--- config.mk ---
export PLATFORM = sky130hd
export DESIGN_NAME = urx_receiver
export DESIGN_NICKNAME = d
export VERILOG_FILES = /design/src/urx_pkg.sv /design/src/urx_receiver.sv
export SDC_FILE = /design/constraint.sdc
export NUM_CORES = 1
export LEC_CHECK = 0
export BUFFER_PORTS_ARGS = -buffer_cell sky130_fd_sc_hd__buf_2
export CORE_ASPECT_RATIO = 1.75
export CORE_UTILIZATION = 55
export CTS_CLUSTER_SIZE = 20
export DETAILED_ROUTE_END_ITERATION = 10
export HOLD_SLACK_MARGIN = 0.02
export MAX_ROUTING_LAYER = met4
export PLACE_DENSITY = 0.83
export SKIP_LAST_GASP = 1
export SLEW_MARGIN = 20
export SYNTH_ARGS = -nofsm -noshare
export SYNTH_HDL_FRONTEND = slang
export SYNTH_SLANG_ARGS = --single-unit
--- constraint.sdc ---
create_clock -name core_clk -period 4.3 [get_ports core_clk]
set_clock_uncertainty 0.15 [all_clocks]
set_input_delay 0.43 -clock core_clk [delete_from_list [all_inputs] [get_ports core_clk]]
set_output_delay 0.43 -clock core_clk [all_outputs]
set_load 0.01 [all_outputs]
--- src/urx_pkg.sv ---
// How it works
// - Idle receiver watches the serial input for a high-to-low edge, then times bits.
// - Start bit kept only if input still low at its centre sample, else dropped.
// - Data bits per character come from the two low line-control bits.
// - Line-control bits 3 and 4 choose parity enable and even/odd polarity.
// - Data-ready status bit 0 sets once a full character with stop arrives.
// - Without FIFO, reading the receive holding register clears data ready.
// - New character landing before the previous one was read (in FIFO mode: into a full FIFO) sets overrun, bit 1.
// - Wrong received parity sets the parity error status, bit 2.
// - Missing stop bit sets the framing error status, bit 3.
// - In FIFO mode each character is stored with its parity, framing, break bits.
// - Start edge is seen within one 16x sampling period of the true edge.
// - 16x sampling lands within a few percent of bit centre, 43.75% margin.
// - With auto-CTS on, the transmitter may only send while CTS is asserted.
// - With auto-RTS and FIFO mode on, RTS is active while the receiver can take more data.
// - RTS to CTS with autoflow both ends: sender sends only while FIFO has room.
// - Baud generator gives sixteen ticks per bit: clock divided by divisor.
package urx_pkg;
  localparam int unsigned ADDR_W = 8;
  localparam logic [7:0] OFS_DATA = 8'h00;
  localparam logic [7:0] OFS_LCR = 8'h04;
  localparam logic [7:0] OFS_LSR = 8'h08;
  localparam logic [7:0] OFS_DIV = 8'h0C;
  localparam logic [7:0] OFS_CTRL = 8'h10;
  localparam logic [7:0] OFS_ISR = 8'h14;
  localparam logic [7:0] OFS_IMR = 8'h18;
  // Line control fields
  localparam int unsigned LCR_LEN_LO = 0;
  localparam int unsigned LCR_PAR_EN = 3;
  localparam int unsigned LCR_EVEN = 4;
  // Line status / interrupt status fields (same layout)
  localparam int unsigned ST_DR = 0;
  localparam int unsigned ST_OE = 1;
  localparam int unsigned ST_PE = 2;
  localparam int unsigned ST_FE = 3;
  localparam int unsigned ST_BI = 4;
  localparam int unsigned ST_W = 5;
  // Control fields
  localparam int unsigned CTL_FIFO = 0;
  localparam int unsigned CTL_ARTS = 1;
  localparam int unsigned CTL_ACTS = 2;
  localparam int unsigned CTL_W = 3;
  // Timing in 16x ticks
  localparam logic [3:0] TICK_CENTRE = 4'h7;
  localparam logic [3:0] TICK_LAST = 4'hF;
  localparam logic [3:0] BASE_BITS = 4'h5;
  localparam logic [15:0] DIV_RST = 16'h0001;
  // Receive FIFO: data plus parity, framing, break
  localparam int unsigned FIFO_DEPTH = 16;
  localparam int unsigned PTR_W = 4;
  localparam int unsigned ENT_W = 11;
  localparam logic [1:0] HTRANS_NONSEQ = 2'h2;
  typedef enum logic [2:0] {
    URX_IDLE = 3'b000,
    URX_START = 3'b001,
    URX_DATA = 3'b011,
    URX_PAR = 3'b010,
    URX_STOP = 3'b110
  } urx_state_t;
endpackage

--- src/urx_receiver.sv ---
`timescale 1ns/10ps
`default_nettype none
module urx_receiver (
  input wire logic core_clk,
  input wire logic sys_rst,
  input wire logic hsel,
  input wire logic [urx_pkg::ADDR_W-1:0] haddr,
  input wire logic [1:0] htrans,
  input wire logic hwrite,
  input wire logic [2:0] hsize,
  input wire logic [31:0] hwdata,
  input wire logic hready,
  output logic hreadyout,
  output logic hresp,
  output logic [31:0] hrdata,
  input wire logic serial_input,
  input wire logic cts_n,
  output logic tx_allowed,
  output logic rts_n,
  output logic irq
);
  import urx_pkg::*;

  ////////////////////////////////////////////////////////////////////////////
  logic [7:0] line_control_reg_ff;
  logic [15:0] div_ff;
  logic [CTL_W-1:0] ctrl_ff;
  logic [ST_W-1:0] lsr_ff;
  logic [ST_W-1:0] isr_ff;
  logic [ST_W-1:0] imr_ff;
  logic [7:0] receive_holding_reg_ff;
  logic [ENT_W-1:0] fifo_mem [FIFO_DEPTH];
  logic [PTR_W:0] wr_ptr_ff;
  logic [PTR_W:0] rd_ptr_ff;
  logic wr_pend_ff;
  logic [7:0] wr_addr_ff;
  logic [31:0] hrdata_ff;
  logic [15:0] baud_cnt_ff;
  logic tick;
  urx_state_t state_ff;
  logic [3:0] tcnt_ff;
  logic [3:0] bit_ff;
  logic [7:0] receive_shift_reg_ff;
  logic par_acc_ff;
  logic par_err_ff;
  logic rx_prev_ff;
  logic char_done;
  logic [ST_W-1:0] ev;
  logic fifo_mode;
  logic fifo_full;
  logic fifo_empty;
  logic [PTR_W:0] fifo_cnt;
  logic addr_ok;
  logic rd_data;
  logic rd_lsr;
  logic [3:0] n_bits;
  logic brk;
  logic stop_bad;
  logic [ENT_W-1:0] head;

  assign fifo_mode = ctrl_ff[CTL_FIFO];
  assign fifo_cnt = wr_ptr_ff - rd_ptr_ff;
  assign fifo_empty = (wr_ptr_ff == rd_ptr_ff);
  assign fifo_full = (fifo_cnt == (PTR_W+1)'(FIFO_DEPTH));
  assign head = fifo_mem[rd_ptr_ff[PTR_W-1:0]];
  assign addr_ok = hsel && hready && (htrans == HTRANS_NONSEQ);
  assign rd_data = addr_ok && !hwrite && (haddr == OFS_DATA);
  assign rd_lsr = addr_ok && !hwrite && (haddr == OFS_LSR);
  assign n_bits = BASE_BITS + {2'b00, line_control_reg_ff[LCR_LEN_LO+:2]};

  ////////////////////////////////////////////////////////////////////////////
  // Bus slave: zero wait states, side effects taken at the address phase
  assign hreadyout = 1'b1;
  assign hresp = 1'b0;
  assign hrdata = hrdata_ff;

  always_ff @(posedge core_clk) begin
    if (sys_rst) begin
      wr_pend_ff <= 1'b0;
      wr_addr_ff <= 8'h00;
    end else begin
      wr_pend_ff <= addr_ok && hwrite;
      wr_addr_ff <= haddr;
    end
  end

  always_ff @(posedge core_clk) begin
    if (sys_rst) begin
      hrdata_ff <= 32'h0000_0000;
    end else if (addr_ok && !hwrite) begin
      unique case (haddr)
        // FIFO mode shows the head entry's error bits above its data byte
        OFS_DATA: hrdata_ff <= fifo_mode ? {21'h00000, head}
                                         : {24'h000000, receive_holding_reg_ff};
        OFS_LCR: hrdata_ff <= {24'h000000, line_control_reg_ff};
        OFS_LSR: hrdata_ff <= {27'h0000000, lsr_ff[ST_W-1:1],
                               fifo_mode ? !fifo_empty : lsr_ff[ST_DR]};
        OFS_DIV: hrdata_ff <= {16'h0000, div_ff};
        OFS_CTRL: hrdata_ff <= {29'h00000000, ctrl_ff};
        OFS_ISR: hrdata_ff <= {27'h0000000, isr_ff};
        OFS_IMR: hrdata_ff <= {27'h0000000, imr_ff};
        default: hrdata_ff <= 32'h0000_0000;
      endcase
    end
  end

  always_ff @(posedge core_clk) begin
    if (sys_rst) begin
      line_control_reg_ff <= 8'h00;
      div_ff <= DIV_RST;
      ctrl_ff <= '0;
      imr_ff <= '0;
    end else if (wr_pend_ff) begin
      if (wr_addr_ff == OFS_LCR) line_control_reg_ff <= hwdata[7:0];
      if (wr_addr_ff == OFS_DIV) div_ff <= hwdata[15:0];
      if (wr_addr_ff == OFS_CTRL) ctrl_ff <= hwdata[CTL_W-1:0];
      if (wr_addr_ff == OFS_IMR) imr_ff <= hwdata[ST_W-1:0];
    end
  end

  ////////////////////////////////////////////////////////////////////////////
  // Baud generator; reloads on a divisor write so a new rate takes at once
  always_ff @(posedge core_clk) begin
    if (sys_rst || (wr_pend_ff && wr_addr_ff == OFS_DIV)) begin
      baud_cnt_ff <= 16'h0000;
    end else if (baud_cnt_ff + 16'h0001 >= div_ff) begin
      baud_cnt_ff <= 16'h0000;
    end else begin
      baud_cnt_ff <= baud_cnt_ff + 16'h0001;
    end
  end
  // Divisor zero stops the receiver clock
  assign tick = (div_ff != 16'h0000) && (baud_cnt_ff + 16'h0001 >= div_ff);

  ////////////////////////////////////////////////////////////////////////////
  // Receiver sequencer
  always_ff @(posedge core_clk) begin
    if (sys_rst) begin
      rx_prev_ff <= 1'b1;
    end else begin
      rx_prev_ff <= serial_input;
    end
  end

  assign brk = (receive_shift_reg_ff == 8'h00) && !serial_input;
  assign stop_bad = !serial_input;
  assign char_done = tick && (state_ff == URX_STOP) && (tcnt_ff == TICK_LAST);

  always_ff @(posedge core_clk) begin
    if (sys_rst) begin
      state_ff <= URX_IDLE;
      tcnt_ff <= 4'h0;
      bit_ff <= 4'h0;
      receive_shift_reg_ff <= 8'h00;
      par_acc_ff <= 1'b0;
      par_err_ff <= 1'b0;
    end else begin
      unique case (state_ff)
        URX_IDLE: begin
          // Edge is caught at core clock rate, within one tick
          if (rx_prev_ff && !serial_input) begin
            state_ff <= URX_START;
            tcnt_ff <= 4'h0;
          end
        end
        URX_START: begin
          if (tick) begin
            if (tcnt_ff == TICK_CENTRE) begin
              if (serial_input) begin
                state_ff <= URX_IDLE;
              end else begin
                state_ff <= URX_DATA;
                tcnt_ff <= 4'h0;
                bit_ff <= 4'h0;
                receive_shift_reg_ff <= 8'h00;
                par_acc_ff <= 1'b0;
              end
            end else begin
              tcnt_ff <= tcnt_ff + 4'h1;
            end
          end
        end
        URX_DATA: begin
          if (tick) begin
            tcnt_ff <= tcnt_ff + 4'h1;
            if (tcnt_ff == TICK_LAST) begin
              receive_shift_reg_ff[bit_ff[2:0]] <= serial_input;
              par_acc_ff <= par_acc_ff ^ serial_input;
              bit_ff <= bit_ff + 4'h1;
              if (bit_ff + 4'h1 == n_bits) begin
                state_ff <= line_control_reg_ff[LCR_PAR_EN] ? URX_PAR : URX_STOP;
              end
            end
          end
        end
        URX_PAR: begin
          if (tick) begin
            tcnt_ff <= tcnt_ff + 4'h1;
            if (tcnt_ff == TICK_LAST) begin
              // Even parity: total ones even; odd: total ones odd
              par_err_ff <= (par_acc_ff ^ serial_input) == line_control_reg_ff[LCR_EVEN];
              state_ff <= URX_STOP;
            end
          end
        end
        URX_STOP: begin
          if (tick) begin
            tcnt_ff <= tcnt_ff + 4'h1;
            if (tcnt_ff == TICK_LAST) begin
              state_ff <= URX_IDLE;
              par_err_ff <= 1'b0;
            end
          end
        end
        default: state_ff <= URX_IDLE;
      endcase
    end
  end

  ////////////////////////////////////////////////////////////////////////////
  // Character store: holding register or FIFO
  always_ff @(posedge core_clk) begin
    if (sys_rst) begin
      receive_holding_reg_ff <= 8'h00;
    end else if (char_done && !fifo_mode) begin
      receive_holding_reg_ff <= receive_shift_reg_ff;
    end
  end

  always_ff @(posedge core_clk) begin
    if (char_done && fifo_mode && !fifo_full) begin
      fifo_mem[wr_ptr_ff[PTR_W-1:0]] <= {brk, stop_bad, par_err_ff, receive_shift_reg_ff};
    end
  end

  always_ff @(posedge core_clk) begin
    if (sys_rst || !fifo_mode) begin
      wr_ptr_ff <= '0;
      rd_ptr_ff <= '0;
    end else begin
      // A full FIFO drops the new character and flags overrun
      if (char_done && !fifo_full) wr_ptr_ff <= wr_ptr_ff + 1'b1;
      if (rd_data && !fifo_empty) rd_ptr_ff <= rd_ptr_ff + 1'b1;
    end
  end

  ////////////////////////////////////////////////////////////////////////////
  // Status: events win over a clear in the same cycle
  always_comb begin
    ev = '0;
    ev[ST_DR] = char_done;
    ev[ST_OE] = char_done && (fifo_mode ? fifo_full : lsr_ff[ST_DR]);
    ev[ST_PE] = char_done && par_err_ff;
    ev[ST_FE] = char_done && stop_bad;
    ev[ST_BI] = char_done && brk;
  end

  always_ff @(posedge core_clk) begin
    if (sys_rst) begin
      lsr_ff <= '0;
    end else begin
      // Data ready clears on a holding read; error bits clear on a status read
      lsr_ff[ST_DR] <= ev[ST_DR] || (lsr_ff[ST_DR] && !rd_data);
      lsr_ff[ST_W-1:1] <= ev[ST_W-1:1] | (lsr_ff[ST_W-1:1] & {(ST_W-1){!rd_lsr}});
    end
  end

  always_ff @(posedge core_clk) begin
    if (sys_rst) begin
      isr_ff <= '0;
    end else if (wr_pend_ff && wr_addr_ff == OFS_ISR) begin
      isr_ff <= ev | (isr_ff & ~hwdata[ST_W-1:0]);
    end else begin
      isr_ff <= ev | isr_ff;
    end
  end

  always_ff @(posedge core_clk) begin
    if (sys_rst) begin
      irq <= 1'b0;
    end else begin
      irq <= |(isr_ff & imr_ff);
    end
  end

  ////////////////////////////////////////////////////////////////////////////
  // Autoflow. RTS drops one slot early while a character is in flight,
  // since the sender may already be committed to it.
  always_ff @(posedge core_clk) begin
    if (sys_rst) begin
      rts_n <= 1'b1;
    end else if (!(ctrl_ff[CTL_ARTS] && fifo_mode)) begin
      rts_n <= 1'b1;
    end else begin
      rts_n <= !(fifo_cnt < (PTR_W+1)'(FIFO_DEPTH - 1) ||
                 (!fifo_full && state_ff == URX_IDLE));
    end
  end

  always_ff @(posedge core_clk) begin
    if (sys_rst) begin
      tx_allowed <= 1'b0;
    end else begin
      tx_allowed <= !ctrl_ff[CTL_ACTS] || !cts_n;
    end
  end

endmodule
`default_nettype wire

==> run_results.csv <==
group,metric,value,unit
die,num_rows,75,
hold_path,whs_path_depth,3,
clocking,cts_tree,"yes",
detailed_routing,drt_wl_total,32.6,mm
die,ioPinCount,89,
yosys,synth_edf_count,176,
setup_path,path_class,"reg2reg",
sta,hold_viol,0,
power,power_frac_clock,46.9,%
clocking,cts_sinks,306,
global_routing,grt_pass1_vias,9327,
power,vdd_drop_max,307,uV
die,initial_core_util,56.4,%
setup_path,worstPathRequired,4.40,ns
yosys,avgSynthCellArea,12.7,um^2
flow_run,maxCapViolCount,0,
setup_path,start_kind,"register",
detailed_routing,antenna_left,0,
yosys,yosys.area.top_type,"edfxtp_1",
power,leakagePower,5.12,nW
die,dieArea,0.0254,mm^2
die,coreArea,0.0241,mm^2
power,p_total,6.02,mW
hold_path,hp-start,"hwdata[4]",
detailed_routing,wire_per_inst,22.1,um
sta,relSlewSlack,29.3,%
power,power_frac_seq,51.1,%
yosys,yosysTopAreaCellShare,38.9,%
sta,post-route-min-period,4.07,ns
clocking,cts_buffer_depth,3,
setup_path,arrival,4.17,ns
detailed_routing,drtIter0Drc,733,
die,die_w,121,um
power,combPwrFrac,2.0,%
setup_path,crit-reg2reg-launch,"baud_cnt_ff[2]$_SDFF_PP0_",
global_routing,grt_max_degree,42,
setup_path,endpoint_kind,"register",
setup_path,worstPathMaxFanout,18,
detailed_routing,viasPerCell,6.22,
hold_path,min_to,"div_ff[4]$_SDFFE_PP0P_",
yosys,synth.most_common_cell,"edfxtp_1",
setup_path,ff2ff_setup_slack,0.23,ns
global_routing,grt_use_total,26.6,%
yosys,yosys-top-cells-count,"edfxtp_1, dfxtp_1, nor2_1, nand2_1, mux2i_1",
finish,drive_above_1_share,19.2,%
detailed_routing,drt_first_pass_iters,5,
sta,max_freq,0.246,GHz
global_routing,antenna_found_initial,0,
sta,finalSetupViolCount,0,
finish,area_delta_synth_final,14.9,%
finish,nets,1232,
sta,slew_violations,0,
power,power.net_switching,1.16,mW
finish,fillers,1641,
clocking,cts_buffers,27,
power,p_sw_share,19.3,%
yosys,synth_area,0.0136,mm^2
yosys,seq_area_frac_synth,58.0,%
clocking,clk_pin_slew,0.07,ns
placed_design,io_buffers,51,
clocking,htree_levels,1,
power,p_per_area,385,mW/mm^2
placed_design,hpwl,21.9,mm
die,die_h,210,um
outcome,outcome,"finished, final reports clean",
yosys,synthArstFlopShare,0,%
detailed_routing,routed-via-count,9190,
sta,fin_crit_sh,94.6,%
yosys,synth_area_leaders,"edfxtp_1, dfxtp_1, mux4_2",
sta,tightest_slew,1.06,ns
clocking,clkLatencyLatePin,0.56,ns
yosys,synth_cell_types,74,
power,internal-power,4.86,mW
sta,tns,0,ns
global_routing,grt_pass1_wl,49.6,mm
yosys,synth-main-ff-cell,"edfxtp_1",
yosys,yosys_warnings,0,
yosys,synthCells,1069,
clocking,ctsRootBufferMaster,"clkbuf_16",
placed_design,gp_congestion,0.961,
detailed_routing,route.detailed.drc,0,
finish,antenna_cells,0,
global_routing,overflow,0,
yosys,ys_seq_elements,306,
setup_path,rr_endpoint,"fifo_mem[5][5]$_DFFE_PP_",
hold_path,hold_class,"in2reg",
setup_path,r2r_cells,14,
==> critical path, stage by stage, from the launching register on <==
cell and delay [ns]:
dfxtp_1 0.42, and4_1 0.26, and4_1 0.27, nand3_1 0.19, nor3_2 0.22, xor2_1 0.10, ha_1 0.32, nand4_1 0.20
nor4_2 0.32, a22oi_1 0.16, a211oi_2 0.27, nand2_1 0.10, buf_6 0.22, nor4b_4 0.34, buf_6 0.22
==> metal layers <==
layer	wire length, um	GRT usage, %	part of all wire, %
met5	0	-	0
met1	11200	26.9	34
met4	2080	17.5	6.4
met2	17700	47.6	54
met3	1650	3.03	5.0
==> power by group through the flow <==
| stage | Sequential [mW] | Combinational, mW | Clock, mW |
|---|---|---|---|
| 6_report | 3.08 | 0.121 | 2.82 |
| 5_1_grt | 3.08 | 0.129 | 2.94 |
| 4_1_cts | 3.08 | 0.116 | 2.85 |
| 3_5_place_dp | 3.14 | 0.102 | 0 |
| 3_3_place_gp | 3.14 | 0.101 | 0 |
| 2_1_floorplan | 3.14 | 0.0772 | 0 |
==> worst max-delay path by stage <==
| stage | from | end | slack [ns] | cells past startpoint |
|---|---|---|---|---|
| floorplan | baud_cnt_ff[2]$_SDFF_PP0_ | fifo_mem[3][0]$_DFFE_PP_ | -0.42 | 13 |
| global placement | baud_cnt_ff[2]$_SDFF_PP0_ | fifo_mem[6][4]$_DFFE_PP_ | 0.14 | 14 |
| detailed placement | baud_cnt_ff[2]$_SDFF_PP0_ | fifo_mem[5][3]$_DFFE_PP_ | 0.11 | 14 |
| CTS | baud_cnt_ff[2]$_SDFF_PP0_ | fifo_mem[5][3]$_DFFE_PP_ | 0.06 | 14 |
| global route | baud_cnt_ff[2]$_SDFF_PP0_ | fifo_mem[7][4]$_DFFE_PP_ | -0.01 | 14 |
| finish | baud_cnt_ff[2]$_SDFF_PP0_ | fifo_mem[5][5]$_DFFE_PP_ | 0.23 | 14 |
==> registers in the layout, summed over array words and instances, names as in the netlist, 8 cells and up, named ones only <==
signal,count
wr_addr_ff,8
hrdata,16
div_ff,16
receive_holding_reg_ff,8
receive_shift_reg_ff,8
baud_cnt_ff,16
line_control_reg_ff,8
fifo_mem,176
==> metrics by stage <==
step | instances | util, % | area (um^2) | worst slack, ns | hold slack (ns)
2_1_floorplan | 1085 | - | 13700 | -0.416 | 0.266
3_3_place_gp | 1408 | 59.3 | 14300 | 0.139 | 0.289
3_5_place_dp | 1408 | 59.3 | 14300 | 0.109 | 0.296
4_1_cts | 1475 | 64.4 | 15500 | 0.0585 | 0.0200
5_1_grt | 1477 | 64.8 | 15600 | -0.0115 | 0.0574
6_report | 1477 | 64.8 | 15600 | 0.233 | 0.0425
==> cell type report <==
class	count	area, um^2	share of cell area (%)
tap	308	385	2.47
multi-input combinational	670	5420	34.7
inverter	35	131	0.841
timing repair buffer	110	773	4.95
clock buffer	28	679	4.35
sequential	306	7890	50.5
clock inverter	20	349	2.23
==> logic make-up (layout without fill, tap and decap cells) <==
| logic type | count (synthesis) | after routing | share of synthesized area, % |
|---|---|---|---|
| fa+ha+maj | 30 | 30 | 2.82 |
| mux | 123 | 123 | 13.9 |
| simple gates | 344 | 344 | 13.0 |
| flops | 306 | 306 | 58.0 |
| buf+inv | 109 | 193 | 3.81 |
| compound gates | 130 | 130 | 6.80 |
| xor+xnor | 25 | 25 | 1.61 |
| other cells | 2 | 18 | 0.0552 |
==> cell usage in the layout, fill, tap and decap left out, types with 19 or more instances in the layout <==
cell type,synthesis,layout
dfxtp_1,130,127
nor2_1,90,90
clkbuf_16,0,27
nand3_1,26,26
nor3_1,20,19
buf_4,18,34
dlygate4sd3_1,0,19
inv_1,35,35
mux4_2,52,52
a21oi_1,34,34
ha_1,29,29
buf_2,8,51
edfxtp_1,176,176
mux2i_1,60,60
nor2b_1,35,35
nand2_1,75,75
==> what timing repair did <==
item	CTS	global route
endpoints found under the setup margin	8	176
hold buffers	19	0
gates resized for setup	1	14
setup buffers	0	0
endpoints found under the hold margin	22	0
gates cloned	0	1
pin swaps	0	2
No activity file was read; power rests on OpenSTA's default activity.
